--- src/rtl/brm_pkg.sv ---
// Package for the six-bit binary rate multiplier: register map, fields, widths
package brm_pkg;
    // ==========================================================================
    // Widths
    // ==========================================================================
    localparam int BRM_CNT_W = 6;
    localparam int BRM_ADDR_W = 8;
    localparam int BRM_DATA_W = 32;

    // ==========================================================================
    // Register byte offsets
    // ==========================================================================
    localparam logic [7:0] BRM_OFF_CTRL = 8'h00;
    localparam logic [7:0] BRM_OFF_RATE = 8'h04;
    localparam logic [7:0] BRM_OFF_STATUS = 8'h08;
    localparam logic [7:0] BRM_OFF_PULSES = 8'h0c;

    // ==========================================================================
    // Control field positions and reset values
    // ==========================================================================
    localparam int BRM_CTRL_CLEAR = 0;
    localparam int BRM_CTRL_HALT = 1;
    localparam int BRM_CTRL_STROBE = 2;
    localparam int BRM_CTRL_UNITY = 3;
    localparam int BRM_CTRL_UNITY_PIN = 4;
    localparam int BRM_CTRL_W = 5;
    localparam logic [4:0] BRM_CTRL_RST = 5'h08;
    localparam logic [5:0] BRM_RATE_RST = 6'h00;
    localparam logic [5:0] BRM_CNT_MAX = 6'h3f;
    localparam logic [5:0] BRM_CNT_ZERO = 6'h00;
    localparam int BRM_STAT_ENA = 8;
    localparam int BRM_STAT_Z = 9;
    localparam int BRM_STAT_Y = 10;

    // ==========================================================================
    // Effective controls, merged from register and pins
    // ==========================================================================
    typedef struct packed {
        logic clear;
        logic halt;
        logic strobe;
        logic unity;
    } brm_ctl_s;
endpackage : brm_pkg

--- src/rtl/brm_top.sv ---
// Six-bit synchronous binary rate multiplier with an APB register port
module brm_top
    import brm_pkg::*;
#(
    parameter int CNT_W = BRM_CNT_W
)
(
    input wire logic pclk, // APB clock, 100 MHz
    input wire logic presetn, // Asynchronous reset, active low
    input wire logic psel, // APB select
    input wire logic penable, // APB access phase
    input wire logic pwrite, // APB direction, high for write
    input wire logic [BRM_ADDR_W-1:0] paddr, // APB byte address
    input wire logic [BRM_DATA_W-1:0] pwdata, // APB write data
    input wire logic [3:0] pstrb, // APB byte strobes
    output logic [BRM_DATA_W-1:0] prdata, // APB read data
    output logic pready, // APB ready
    output logic pslverr, // APB error on unmapped address
    input wire logic clock_tick, // One-cycle enable: rising edge of the input clock
    input wire logic clear_in, // Clear pin, active high
    input wire logic count_enable_n_in, // Count-enable pin, active low
    input wire logic strobe_in, // Strobe pin, active high
    input wire logic unity_cascade_in, // Unity/cascade pin
    output logic z_n, // Rate pulse output, active low
    output logic y_out, // Complementary pulse output
    output logic enable_n_out // Cascade enable output, active low
);

    // ==========================================================================
    // Parameter check
    // ==========================================================================
    // The rate decode is written for six binary stages only
    if (CNT_W != BRM_CNT_W)
    begin : g_bad_width
        $error("brm_top: counter width must be six");
    end

    // ==========================================================================
    // State
    // ==========================================================================
    logic [BRM_CTRL_W-1:0] ctrl;
    logic [BRM_CTRL_W-1:0] next_ctrl;
    logic [BRM_CNT_W-1:0] rate;
    logic [BRM_CNT_W-1:0] next_rate;
    logic [BRM_CNT_W-1:0] cnt;
    logic [BRM_CNT_W-1:0] next_cnt;
    logic [15:0] pulses;
    logic [15:0] next_pulses;
    logic [BRM_DATA_W-1:0] next_prdata;
    logic next_pready;
    logic next_pslverr;
    logic next_z_n;
    logic next_y_out;
    logic next_enable_n_out;
    brm_ctl_s ctl;
    logic [BRM_CNT_W-1:0] hit;
    logic rate_hit;
    logic setup;
    logic mapped;

    // ==========================================================================
    // Merged controls: register bits OR pins, unity chosen by source bit
    // ==========================================================================
    always_comb
    begin
        ctl.clear = ctrl[BRM_CTRL_CLEAR] | clear_in;
        ctl.halt = ctrl[BRM_CTRL_HALT] | count_enable_n_in;
        ctl.strobe = ctrl[BRM_CTRL_STROBE] | strobe_in;
        ctl.unity = ctrl[BRM_CTRL_UNITY_PIN] ? unity_cascade_in : ctrl[BRM_CTRL_UNITY];
    end

    // ==========================================================================
    // Rate decode: bit k fires on states whose lowest set bit is 5-k
    // ==========================================================================
    // Lowest-set-bit decode keeps the gated states disjoint, so pulses never merge.
    genvar k;
    generate
        for (k = 0; k < BRM_CNT_W; k++)
        begin : g_rate
            localparam int P = BRM_CNT_W - 1 - k;
            if (P == 0)
            begin : g_lsb
                assign hit[k] = rate[k] & cnt[0];
            end
            else
            begin : g_upper
                assign hit[k] = rate[k] & cnt[P] & (cnt[P-1:0] == '0);
            end
        end
    endgenerate

    // Rate word is sampled live, so software may change it at any time
    assign rate_hit = |hit;

    // ==========================================================================
    // Counter and pulse outputs
    // ==========================================================================
    always_comb
    begin
        next_cnt = cnt;
        next_pulses = pulses;
        if (ctl.clear)
        begin
            next_cnt = BRM_CNT_ZERO;
        end
        else if (clock_tick && !ctl.halt && !ctl.strobe)
        begin
            next_cnt = cnt + 6'h01;
        end
        // Z pulses last one pclk cycle per gated input clock
        next_z_n = !(clock_tick && !ctl.strobe && !ctl.clear && !ctl.halt && rate_hit);
        // Y is the inverse of the selected unity level (register bit or pin) between Z pulses, so a clock on unity passes through inverted
        next_y_out = !(ctl.unity && next_z_n);
        // Enable out low for the whole input clock period spent at full count
        next_enable_n_out = !(cnt == BRM_CNT_MAX && !ctl.halt && !ctl.clear);
        if (!next_z_n)
        begin
            next_pulses = pulses + 16'h0001;
        end
        if (setup && pwrite && paddr == BRM_OFF_PULSES)
        begin
            next_pulses = 16'h0000;
        end
    end

    always_ff @(posedge pclk or negedge presetn)
    begin
        if (!presetn)
        begin
            cnt <= BRM_CNT_ZERO;
            pulses <= 16'h0000;
            z_n <= 1'b1;
            y_out <= 1'b0;
            enable_n_out <= 1'b1;
        end
        else
        begin
            cnt <= next_cnt;
            pulses <= next_pulses;
            z_n <= next_z_n;
            y_out <= next_y_out;
            enable_n_out <= next_enable_n_out;
        end
    end

    // ==========================================================================
    // APB slave: zero wait states, CTRL and RATE writes commit in the access phase, a PULSES write clears in setup
    // ==========================================================================
    assign setup = psel && !penable;
    assign mapped = (paddr == BRM_OFF_CTRL) || (paddr == BRM_OFF_RATE) ||
                    (paddr == BRM_OFF_STATUS) || (paddr == BRM_OFF_PULSES);

    always_comb
    begin
        next_ctrl = ctrl;
        next_rate = rate;
        next_prdata = prdata;
        next_pready = setup;
        next_pslverr = setup && !mapped;
        if (psel && penable && pready && pwrite && pstrb[0])
        begin
            if (paddr == BRM_OFF_CTRL)
            begin
                next_ctrl = pwdata[BRM_CTRL_W-1:0];
            end
            if (paddr == BRM_OFF_RATE)
            begin
                next_rate = pwdata[BRM_CNT_W-1:0];
            end
        end
        if (setup && !pwrite)
        begin
            next_prdata = '0;
            unique case (paddr)
                BRM_OFF_CTRL: next_prdata[BRM_CTRL_W-1:0] = ctrl;
                BRM_OFF_RATE: next_prdata[BRM_CNT_W-1:0] = rate;
                BRM_OFF_STATUS:
                begin
                    next_prdata[BRM_CNT_W-1:0] = cnt;
                    next_prdata[BRM_STAT_ENA] = enable_n_out;
                    next_prdata[BRM_STAT_Z] = z_n;
                    next_prdata[BRM_STAT_Y] = y_out;
                end
                BRM_OFF_PULSES: next_prdata[15:0] = pulses;
                default: next_prdata = '0;
            endcase
        end
    end

    always_ff @(posedge pclk or negedge presetn)
    begin
        if (!presetn)
        begin
            ctrl <= BRM_CTRL_RST;
            rate <= BRM_RATE_RST;
            prdata <= '0;
            pready <= 1'b0;
            pslverr <= 1'b0;
        end
        else
        begin
            ctrl <= next_ctrl;
            rate <= next_rate;
            prdata <= next_prdata;
            pready <= next_pready;
            pslverr <= next_pslverr;
        end
    end

endmodule : brm_top

--- config.mk ---
export PLATFORM = sky130hd
export DESIGN_NAME = brm_top
export DESIGN_NICKNAME = d
export VERILOG_FILES = /design/src/rtl/brm_pkg.sv /design/src/rtl/brm_top.sv
export SDC_FILE = /design/constraint.sdc
export NUM_CORES = 1
export LEC_CHECK = 0
export ABC_AREA = 1
export BUFFER_PORTS_ARGS = -buffer_cell sky130_fd_sc_hd__buf_2
export CORE_ASPECT_RATIO = 0.7
export CORE_UTILIZATION = 45
export CTS_CLUSTER_DIAMETER = 200
export DETAILED_ROUTE_END_ITERATION = 10
export PLACE_DENSITY = 0.78
export RECOVER_POWER = 100
export SLEW_MARGIN = 20
export SYNTH_ARGS = -nofsm -noshare
export SYNTH_HDL_FRONTEND = slang
export SYNTH_SLANG_ARGS = --single-unit
export TNS_END_PERCENT = 100
--- constraint.sdc ---
create_clock -name pclk -period 2.9 [get_ports pclk]
set_clock_uncertainty 0.1 [all_clocks]
set_input_delay 0.58 -clock pclk [delete_from_list [all_inputs] [get_ports pclk]]
set_output_delay 0.58 -clock pclk [all_outputs]
set_load 0.005 [all_outputs]
==> results.toml, run 1 <==
[outcome]
status = "completed"

[synth]
synth-seq-area-share = 0.423
ys_seq_elements = 54
synth.cell_area_mm2 = 0.00321
synthDistinctLibCells = 31
ys_warn_count = 0
syn_avg_cell_area_um2 = 7.54
syn-instance-count = 425

[routing]
antenna_left = 0
wl_per_cell_um = 12.8
drt-pass1-iter-count = 5
vias_per_cell = 5.07
first_iter_violations = 203
wl_um = 7210
drcViolationCount = 0
num_vias = 2857

[clocking]
cts_tree = "built"
clk_pin_slew_worst_paths_ns = 0.10
post_cts_buffers = 0
cts_sinks = 54
clockBufferDepth = 2
htree_num_levels = 2
clkLatencyLatePin_ns = 0.31
cts_resized = 0
cts_hold_buf = 0
clk_root_buffer_cell = "clkbuf_8"
cts-buffers-inserted = 5

[placed_design]
dp_hpwl_um = 5400
numPortBuffers = 45
gp_congestion = 0.936
place_area_mm2 = 0.00342

[floorplan]
core_mm2 = 0.00682
die_h_um = 72.6
die_w_um = 103
fp.dieArea_mm2 = 0.00747
start_util = 0.470
io_pins = 91
rows = 25

[power]
p_seq_frac = 0.596
p_leak_nw = 1.81
p_switching_mw = 0.335
ir_drop_mv = 0.195
p_per_area_mw_per_mm2 = 376
internal_power_mw = 0.966
switching_share = 0.258
combPwrFrac = 0.072
power_mw = 1.30
p_clk_frac = 0.332

[global_routing]
antenna_found_initial = 0
grt_use_total = 0.205
first_global_vias = 2458
grt_start_max_net_pins = 55
grt_pass1_wl_um = 11800
overflow = 0

[setup_path]
reg2reg_setup_slack_ns = 0.72
required_ns = 3.06
r2r_end = "pulses[7]"
critPathMostFrequentCell = "nand2_1"
rr_startpoint = "cnt[0]"
start_kind = "register"
setup.worst_path.end_class = "register"
reg2regPathDepth = 11
critical_path_arrival_ns = 2.34
critPathKind = "register to register"
cp_cell_sequence = "inv_1, ha_1, inv_1, nor2_1, nand2_1, nand2_1, nor2_1, nand2_1, nand2_1, nand3_1, nand2_1"
critPathMaxStageDelay_ns = 0.49
crit_slowest_cell = "nand2_1"
cp_max_fo = 18

[run]
maxCapViolCount = 0

[final_layout]
area_growth_syn_to_layout_pct = 7.85
final_common_cell = "nand2_1"
final_cell_mix = "nand2_1, nand3_1, dfrtp_1"
final_cell_area_mm2 = 0.00346
fillers = 672
utilization = 0.507
nets = 526
drive_above_1_share = 0.121
seqCellArea_mm2 = 0.00136
multiInputGateArea_mm2 = 0.00149
num_antenna_cells = 0

[timing]
setup_violations = 0
hold_violations = 0
setup_tns_ns = 0
final_max_slew_viol_count = 0
fin_crit_ns = 2.18
maxSlewHeadroom = 0.120
max_freq_mhz = 458
tightest_slew_ns = 1.32
rsz0062_at_grt = "false"
min_period_over_period = 0.753

[worst_hold_path]
hold_depth = 2
hold_end = "pready"
hold_path.class = "input port to register"
hp-start = "penable"
==> flip-flops by register name, indices dropped and copies added (netlist names) <==
signal	flops
rate	6
ctrl	5
prdata	16
pulses	16
z_n	1
y_out	1
pready	1
pslverr	1
enable_n_out	1
cnt	6
==> layer usage <==
layer,vias up,part of all wire,GRT usage,wire length (um)
met5,-,0,0,0
met4,0,0.017,0.0657,125
met3,9,0.083,0.0278,595
met2,122,0.40,0.288,2880
met1,1294,0.50,0.323,3610
li1,1432,-,-,-
==> kinds of logic after synthesis <==
family	count (synthesis)	synth area share
buf+inv	71	0.119
xor+xnor	8	0.0219
other cells	1	0.00117
simple gates	255	0.363
fa+ha+maj	3	0.0117
flops	54	0.423
compound gates	33	0.0601
==> synth_stat cells <==
cell / number / area (um^2)
nand2_1: 129 / 484
nand3_1: 68 / 340
dfrtp_1: 51 / 1280
inv_1: 39 / 146
nor2_1: 29 / 109
o21ai_0: 19 / 95.1
buf_4: 16 / 120
nand4_1: 8 / 50.1
buf_6: 7 / 78.8
nand3_2: 6 / 60.1
xor2_1: 6 / 52.6
a21oi_1: 5 / 25.0
o31ai_1: 5 / 37.5
inv_2: 4 / 15.0
nor2_2: 4 / 25.0
clkbuf_1: 3 / 11.3
dfstp_2: 3 / 78.8
ha_1: 3 / 37.5
nor2_4: 3 / 33.8
nor3_1: 3 / 15.0
buf_2: 2 / 10.0
nand2_2: 2 / 12.5
xnor2_1: 2 / 17.5
a21oi_4: 1 / 16.3
conb_1: 1 / 3.75
nand2_4: 1 / 11.3
nand3b_1: 1 / 7.51
nor3_4: 1 / 16.3
o21a_1: 1 / 7.51
o21ai_1: 1 / 5.00
o22ai_1: 1 / 6.26
==> power groups by stage <==
stage                     clock (mW)  sequential, mW  combinational (mW)
after CTS                      0.452           0.774               0.100
after global routing           0.473           0.777               0.108
after floorplan                    0           0.786              0.0651
final                          0.432           0.775              0.0934
after detailed placement           0           0.789              0.0999
after global placement             0           0.789              0.0965
==> worst max-delay path, delay by kind of cell (launching register included) <==
kind                     cells  cell delay (ns)
adder cells (fa/ha/maj)      1             0.23
buffers and inverters        2             0.19
flip-flops                   1             0.40
AND/OR/NAND/NOR              8             1.20
==> area by class of cell <==
type / instances / area share
multi-input combinational: 315 / 0.431
sequential: 54 / 0.392
timing repair buffer: 50 / 0.0688
inverter: 43 / 0.0467
tap: 94 / 0.0340
clock buffer: 5 / 0.0199
clock inverter: 3 / 0.00724
==> worst max path at each step <==
stage | from | end | slack, ns | depth (start not counted)
3_3_place_gp | paddr[4] | pulses[9] | 0.78 | 10
6_report | cnt[0] | pulses[7] | 0.72 | 11
2_1_floorplan | paddr[1] | pulses[11] | 1.22 | 9
4_1_cts | cnt[0] | pulses[2] | 0.95 | 8
5_1_grt | cnt[0] | pulses[7] | 0.46 | 11
3_5_place_dp | paddr[5] | pulses[7] | 0.74 | 10
==> metrics by stage <==
| step | std cells | hold WS, ns | setup slack, ns |
|---|---|---|---|
| floorplan | 440 | 0.184 | 1.22 |
| global placement | 556 | 0.358 | 0.777 |
| detailed placement | 556 | 0.366 | 0.735 |
| CTS | 564 | 0.293 | 0.953 |
| global route | 564 | 0.376 | 0.463 |
| finish | 564 | 0.379 | 0.716 |
Power figures use the tool's default switching activity.
==> inputs of run 2 (changes only) <==
Clock period 2.9 ns to 2.05 ns, I/O delays scaled along.
==> run 2 against run 1 <==
  * Core utilization rose by 1.3 points
  * Wire length up 2.0%
  * Highest routed layer unchanged
  * Setup slack lost 0.47 ns
  * Critical endpoint is now pulses[2]
==> results.toml, run 2 (synthesized netlist as in run 1, its figures left out) <==
[placed_design]
numPortBuffers = 45
place_area_mm2 = 0.00348
gp_congestion = 0.931
dp_hpwl_um = 5590

[timing]
tightest_slew_ns = 0.825
max_freq_mhz = 554
fin_crit_ns = 1.81
setup_tns_ns = 0
maxSlewHeadroom = 0.450
final_max_slew_viol_count = 0
setup_violations = 0
rsz0062_at_grt = "false"
min_period_over_period = 0.881
hold_violations = 0

[worst_hold_path]
hold_path.class = "input port to register"
hold_depth = 2

[routing]
antenna_left = 0
vias_per_cell = 5.13
wl_per_cell_um = 12.9
drcViolationCount = 0
wl_um = 7350
drt-pass1-iter-count = 5
first_iter_violations = 276
num_vias = 2921

[final_layout]
nets = 531
drive_above_1_share = 0.139
final_common_cell = "nand2_1"
seqCellArea_mm2 = 0.00136
final_cell_mix = "nand2_1, nand3_1, dfrtp_1"
final_cell_area_mm2 = 0.00354
utilization = 0.520
multiInputGateArea_mm2 = 0.00152
fillers = 665
area_growth_syn_to_layout_pct = 10.6
top_regs = "prdata x16, pulses x16"
num_antenna_cells = 0

[power]
p_clk_frac = 0.333
ir_drop_mv = 0.290
internal_power_mw = 1.37
p_switching_mw = 0.482
switching_share = 0.260
power_mw = 1.85
p_per_area_mw_per_mm2 = 522
combPwrFrac = 0.075
p_leak_nw = 1.88
p_seq_frac = 0.592

[setup_path]
start_kind = "register"
reg2regPathDepth = 9
required_ns = 2.20
critPathKind = "register to register"
crit_slowest_cell = "dfrtp_1"
setup.worst_path.end_class = "register"
critical_path_arrival_ns = 1.96
cp_cell_sequence = "inv_1, ha_1, inv_1, nor3_1, nand2_1, a21oi_4, buf_12, nand3_1, nand2_1"
cp_max_fo = 16
critPathMaxStageDelay_ns = 0.42

[clocking]
cts-buffers-inserted = 5
clockBufferDepth = 2
cts_tree = "built"
clk_root_buffer_cell = "clkbuf_8"
cts_sinks = 54
clk_pin_slew_worst_paths_ns = 0.10
post_cts_buffers = 0
clkLatencyLatePin_ns = 0.32
htree_num_levels = 2

[run]
maxCapViolCount = 0

[global_routing]
grt_pass1_wl_um = 11800
grt_start_max_net_pins = 33
grt_util_met3 = 0.0374
grtUsageMet2 = 0.304
overflow = 0
grtUsageMet1 = 0.309
antenna_found_initial = 0
grt_use_total = 0.205
first_global_vias = 2492
grt.busiest_layer = "met1"

[floorplan]
die_h_um = 72.6
die_w_um = 103
rows = 25
fp.dieArea_mm2 = 0.00747
start_util = 0.470
io_pins = 91
core_mm2 = 0.00682

[outcome]
status = "completed"
[run 2: area by class of cell]
cell class                      count  share of cell area
Timing Repair Buffer               55              0.0833
Inverter                           43              0.0455
Tap cell                           94              0.0332
Clock buffer                        5              0.0194
Clock inverter                      3             0.00741
Sequential cell                    54               0.382
Multi-Input combinational cell    315               0.429
[run 2: worst max-delay path, delay by kind of cell (launching register included)]
| kind | cells | cell delay (ns) |
|---|---|---|
| compound gates | 1 | 0.19 |
| fa+ha+maj | 1 | 0.20 |
| buf+inv | 3 | 0.39 |
| flops | 1 | 0.42 |
| simple gates | 4 | 0.43 |
[run 2: path summary, 6_finish.rpt]
| path | start | endpoint | slack [ns] |
|---|---|---|---|
| setup / recovery | cnt[0] | pulses[2] | 0.24 |
| hold / removal | penable | pready | 0.20 |
| setup reg to reg | cnt[0] | pulses[2] | 0.24 |
| hold reg to reg | prdata[14] | prdata[14] | 0.39 |
| max in group asynchronous | presetn | ctrl[3] | 0.38 |
| min in group asynchronous | presetn | prdata[15] | 0.52 |
[run 2: power groups by stage]
stage | logic (mW) | clock network (mW) | registers (mW)
after floorplan | 0.0920 | 0 | 1.11
after global placement | 0.141 | 0 | 1.11
after detailed placement | 0.145 | 0 | 1.12
after CTS | 0.147 | 0.626 | 1.10
after global routing | 0.161 | 0.660 | 1.10
final | 0.139 | 0.616 | 1.10
[run 2: timing repair]
action,in CTS,in global routing
hold buffers,1,0
endpoints found under the setup margin,0,10
hold endpoints to repair,9,0
resized for setup,0,1
[run 2: per-stage QoR]
stage | hold slack (ns) | cells | worst slack (ns)
CTS | 0.175 | 569 | 0.156
global route | 0.216 | 569 | 0.0644
finish | 0.202 | 569 | 0.245
detailed placement | 0.340 | 560 | 0.185
floorplan | 0.0144 | 440 | 0.455
global placement | 0.328 | 560 | 0.273
[run 2: routing by layer]
layer	vias to the layer above	share of wire
li1	1435	-
met1	1366	0.48
met2	112	0.42
met3	8	0.083
met4	0	0.0095
met5	-	0
==> inputs of run 3 (changes only) <==
Settings changed: ABC_AREA 1 to not set, PLACE_DENSITY 0.78 to 0.79, SETUP_SLACK_MARGIN set to 0.05.
==> run 3 against run 2 <==
  * Die area down 12%
  * Final cell count down 28%
  * Clock power about the same
  * Count of clock-buffer cells in the layout unchanged
  * Setup slack worse by 0.16 ns
  * Hold slack better by 0.029 ns
  * Largest cell class unchanged
==> results.toml, run 3 <==
[outcome]
status = "completed"

[routing]
num_vias = 2205
antenna_left = 0
vias_per_cell = 5.38
wl_um = 6350
drt-pass1-iter-count = 4
first_iter_violations = 136
drcViolationCount = 0
wl_per_cell_um = 15.5

[synth]
syn-instance-count = 264
yosys.area.top_type_share = 0.452
synth.area.top_cells = "dfrtp_1, mux2_2, xor2_1, buf_4, nor2_1"
synth-seq-area-share = 0.479
synth_edf_count = 0
synthTopCellsByCount = "dfrtp_1, nor2_1, nand2_1"
ys_warn_count = 0
syn_avg_cell_area_um2 = 10.7
yosysMostFrequentCell = "dfrtp_1"
synth_area_leader_cell = "dfrtp_1"
async_flop_share = 1.00
ys_seq_elements = 54
synth.cell_area_mm2 = 0.00283
ys.flop_type = "dfrtp_1"
synthDistinctLibCells = 47

[power]
p_per_area_mw_per_mm2 = 541
power_mw = 1.81
ir_drop_mv = 0.259
p_leak_nw = 1.59

[placed_design]
place_ws_ns = -0.198
dp_hpwl_um = 4760
dp.cells = 396
numPortBuffers = 45
gp_congestion = 0.969

[timing]
setup_violations = 0
hold_violations = 0
min_period_over_period = 0.958
maxSlewHeadroom = 0.294
fin_crit_ns = 1.96
rsz0062_at_grt = "true"
max_freq_mhz = 509
tightest_slew_ns = 1.06
fin_ws_ns = 0.0862
final_max_slew_viol_count = 0

[setup_path]
r2r_end = "pulses[9]"
start_kind = "input port"
cp_cell_sequence = "buf_2, or4_1, nor3_4, nor4b_4, buf_4, mux2_2"
rr_startpoint = "ctrl[2]"
critPathKind = "input port to register"
reg2regPathDepth = 5
crit_slowest_cell = "or4_1"
reg2reg_setup_slack_ns = 0.09
setup.worst_path.end_class = "register"
critPathMaxStageDelay_ns = 0.57
required_ns = 2.15
cp_max_fo = 6
critical_path_arrival_ns = 2.07

[worst_hold_path]
hold_end = "rate[5]"
hold_path.class = "input port to register"
hp-start = "pwdata[5]"
hold_depth = 2

[global_routing]
grt_start_max_net_pins = 36
grt_pass1_wl_um = 10100
first_global_vias = 2001
grt_use_total = 0.199
overflow = 0
antenna_found_initial = 0

[clocking]
clockBufferDepth = 2
cts_tree = "built"
clkLatencyLatePin_ns = 0.31
clk_root_buffer_cell = "clkbuf_8"
cts-buffers-inserted = 5
htree_num_levels = 2
cts_sinks = 54
clk_pin_slew_worst_paths_ns = 0.10

[run]
maxCapViolCount = 0

[final_layout]
fin_cells = 410
utilization = 0.567
fillers = 512
drive_above_1_share = 0.272
num_antenna_cells = 0
final_common_cell = "dfrtp_1"
top_regs = "prdata x16, pulses x16"
area_growth_syn_to_layout_pct = 18.3
nets = 391
final_cell_mix = "dfrtp_1, buf_2, nor2_1"

[floorplan]
die_w_um = 96.7
core_mm2 = 0.00590
io_pins = 91
die_h_um = 68.3
rows = 23
start_util = 0.479
fp.dieArea_mm2 = 0.00661
## run 3: logic make-up (layout without fill, tap and decap cells)
kind of cell / count (synthesis) / in the layout / synth area share
XOR/XNOR: 17 / 17 / 0.0527
buffers and inverters: 32 / 88 / 0.0682
adder cells (fa/ha/maj): 3 / 3 / 0.0133
AND/OR/NAND/NOR: 95 / 95 / 0.189
AO/OA/AOI/OAI: 40 / 40 / 0.104
flip-flops: 54 / 54 / 0.479
multiplexers: 22 / 22 / 0.0921
other: 1 / 16 / 0.00133
## run 3: how the worst max path moves through the flow
stage	start	to	slack, ns	cells after the start
3_5_place_dp	paddr[5]	rate[3]	-0.20	6
4_1_cts	cnt[0]	pulses[8]	0.08	9
5_1_grt	cnt[0]	pulses[7]	0.01	8
6_report	paddr[5]	rate[2]	0.09	6
3_3_place_gp	paddr[5]	ctrl[2]	-0.16	6
2_1_floorplan	paddr[5]	rate[0]	-0.12	4
## run 3: cell type report
class | instances | area, um^2 | area share
flip-flops and latches | 54 | 1360 | 0.405
clock buffers | 5 | 68.8 | 0.0206
multi-input cells | 193 | 1360 | 0.407
inverters | 7 | 26.3 | 0.00786
well taps | 75 | 93.8 | 0.0281
repair buffers | 73 | 413 | 0.123
clock inverters | 3 | 26.3 | 0.00786
## run 3: per-layer routing
| metal | global-route usage | share of wire |
|---|---|---|
| met2 | 0.300 | 0.43 |
| met1 | 0.294 | 0.51 |
| met5 | 0 | 0 |
| met3 | 0.0327 | 0.051 |
| met4 | 0.0597 | 0.010 |
## run 3: through the flow
step                      TNS [ns]  instance area, um^2  hold slack [ns]
after global placement       -2.17                 3220            0.274
after detailed placement     -3.28                 3220            0.277
after floorplan              -1.15                 2890           0.0144
final                            0                 3340            0.231
after global routing             0                 3340            0.227
after CTS                        0                 3340            0.220
## run 3: where the power goes
part | internal (mW) | switching [mW]
Clock | 0.247 | 0.367
Combinational | 0.0449 | 0.0788
Sequential | 1.07 | 0.00274
Total | 1.36 | 0.448
## run 3: worst max-delay path, delay by kind of cell
family,cells,cell delay [ns]
simple gates,3,0.99
mux,1,0.35
buf+inv,2,0.30
## run 3: repair_timing
action | CTS | global route
pin swaps | 0 | 3
gates resized for setup | 1 | 6
endpoints found under the setup margin | 3 | 6
setup buffers | 2 | 3
hold endpoints to repair | 19 | 0
hold buffers | 1 | 0
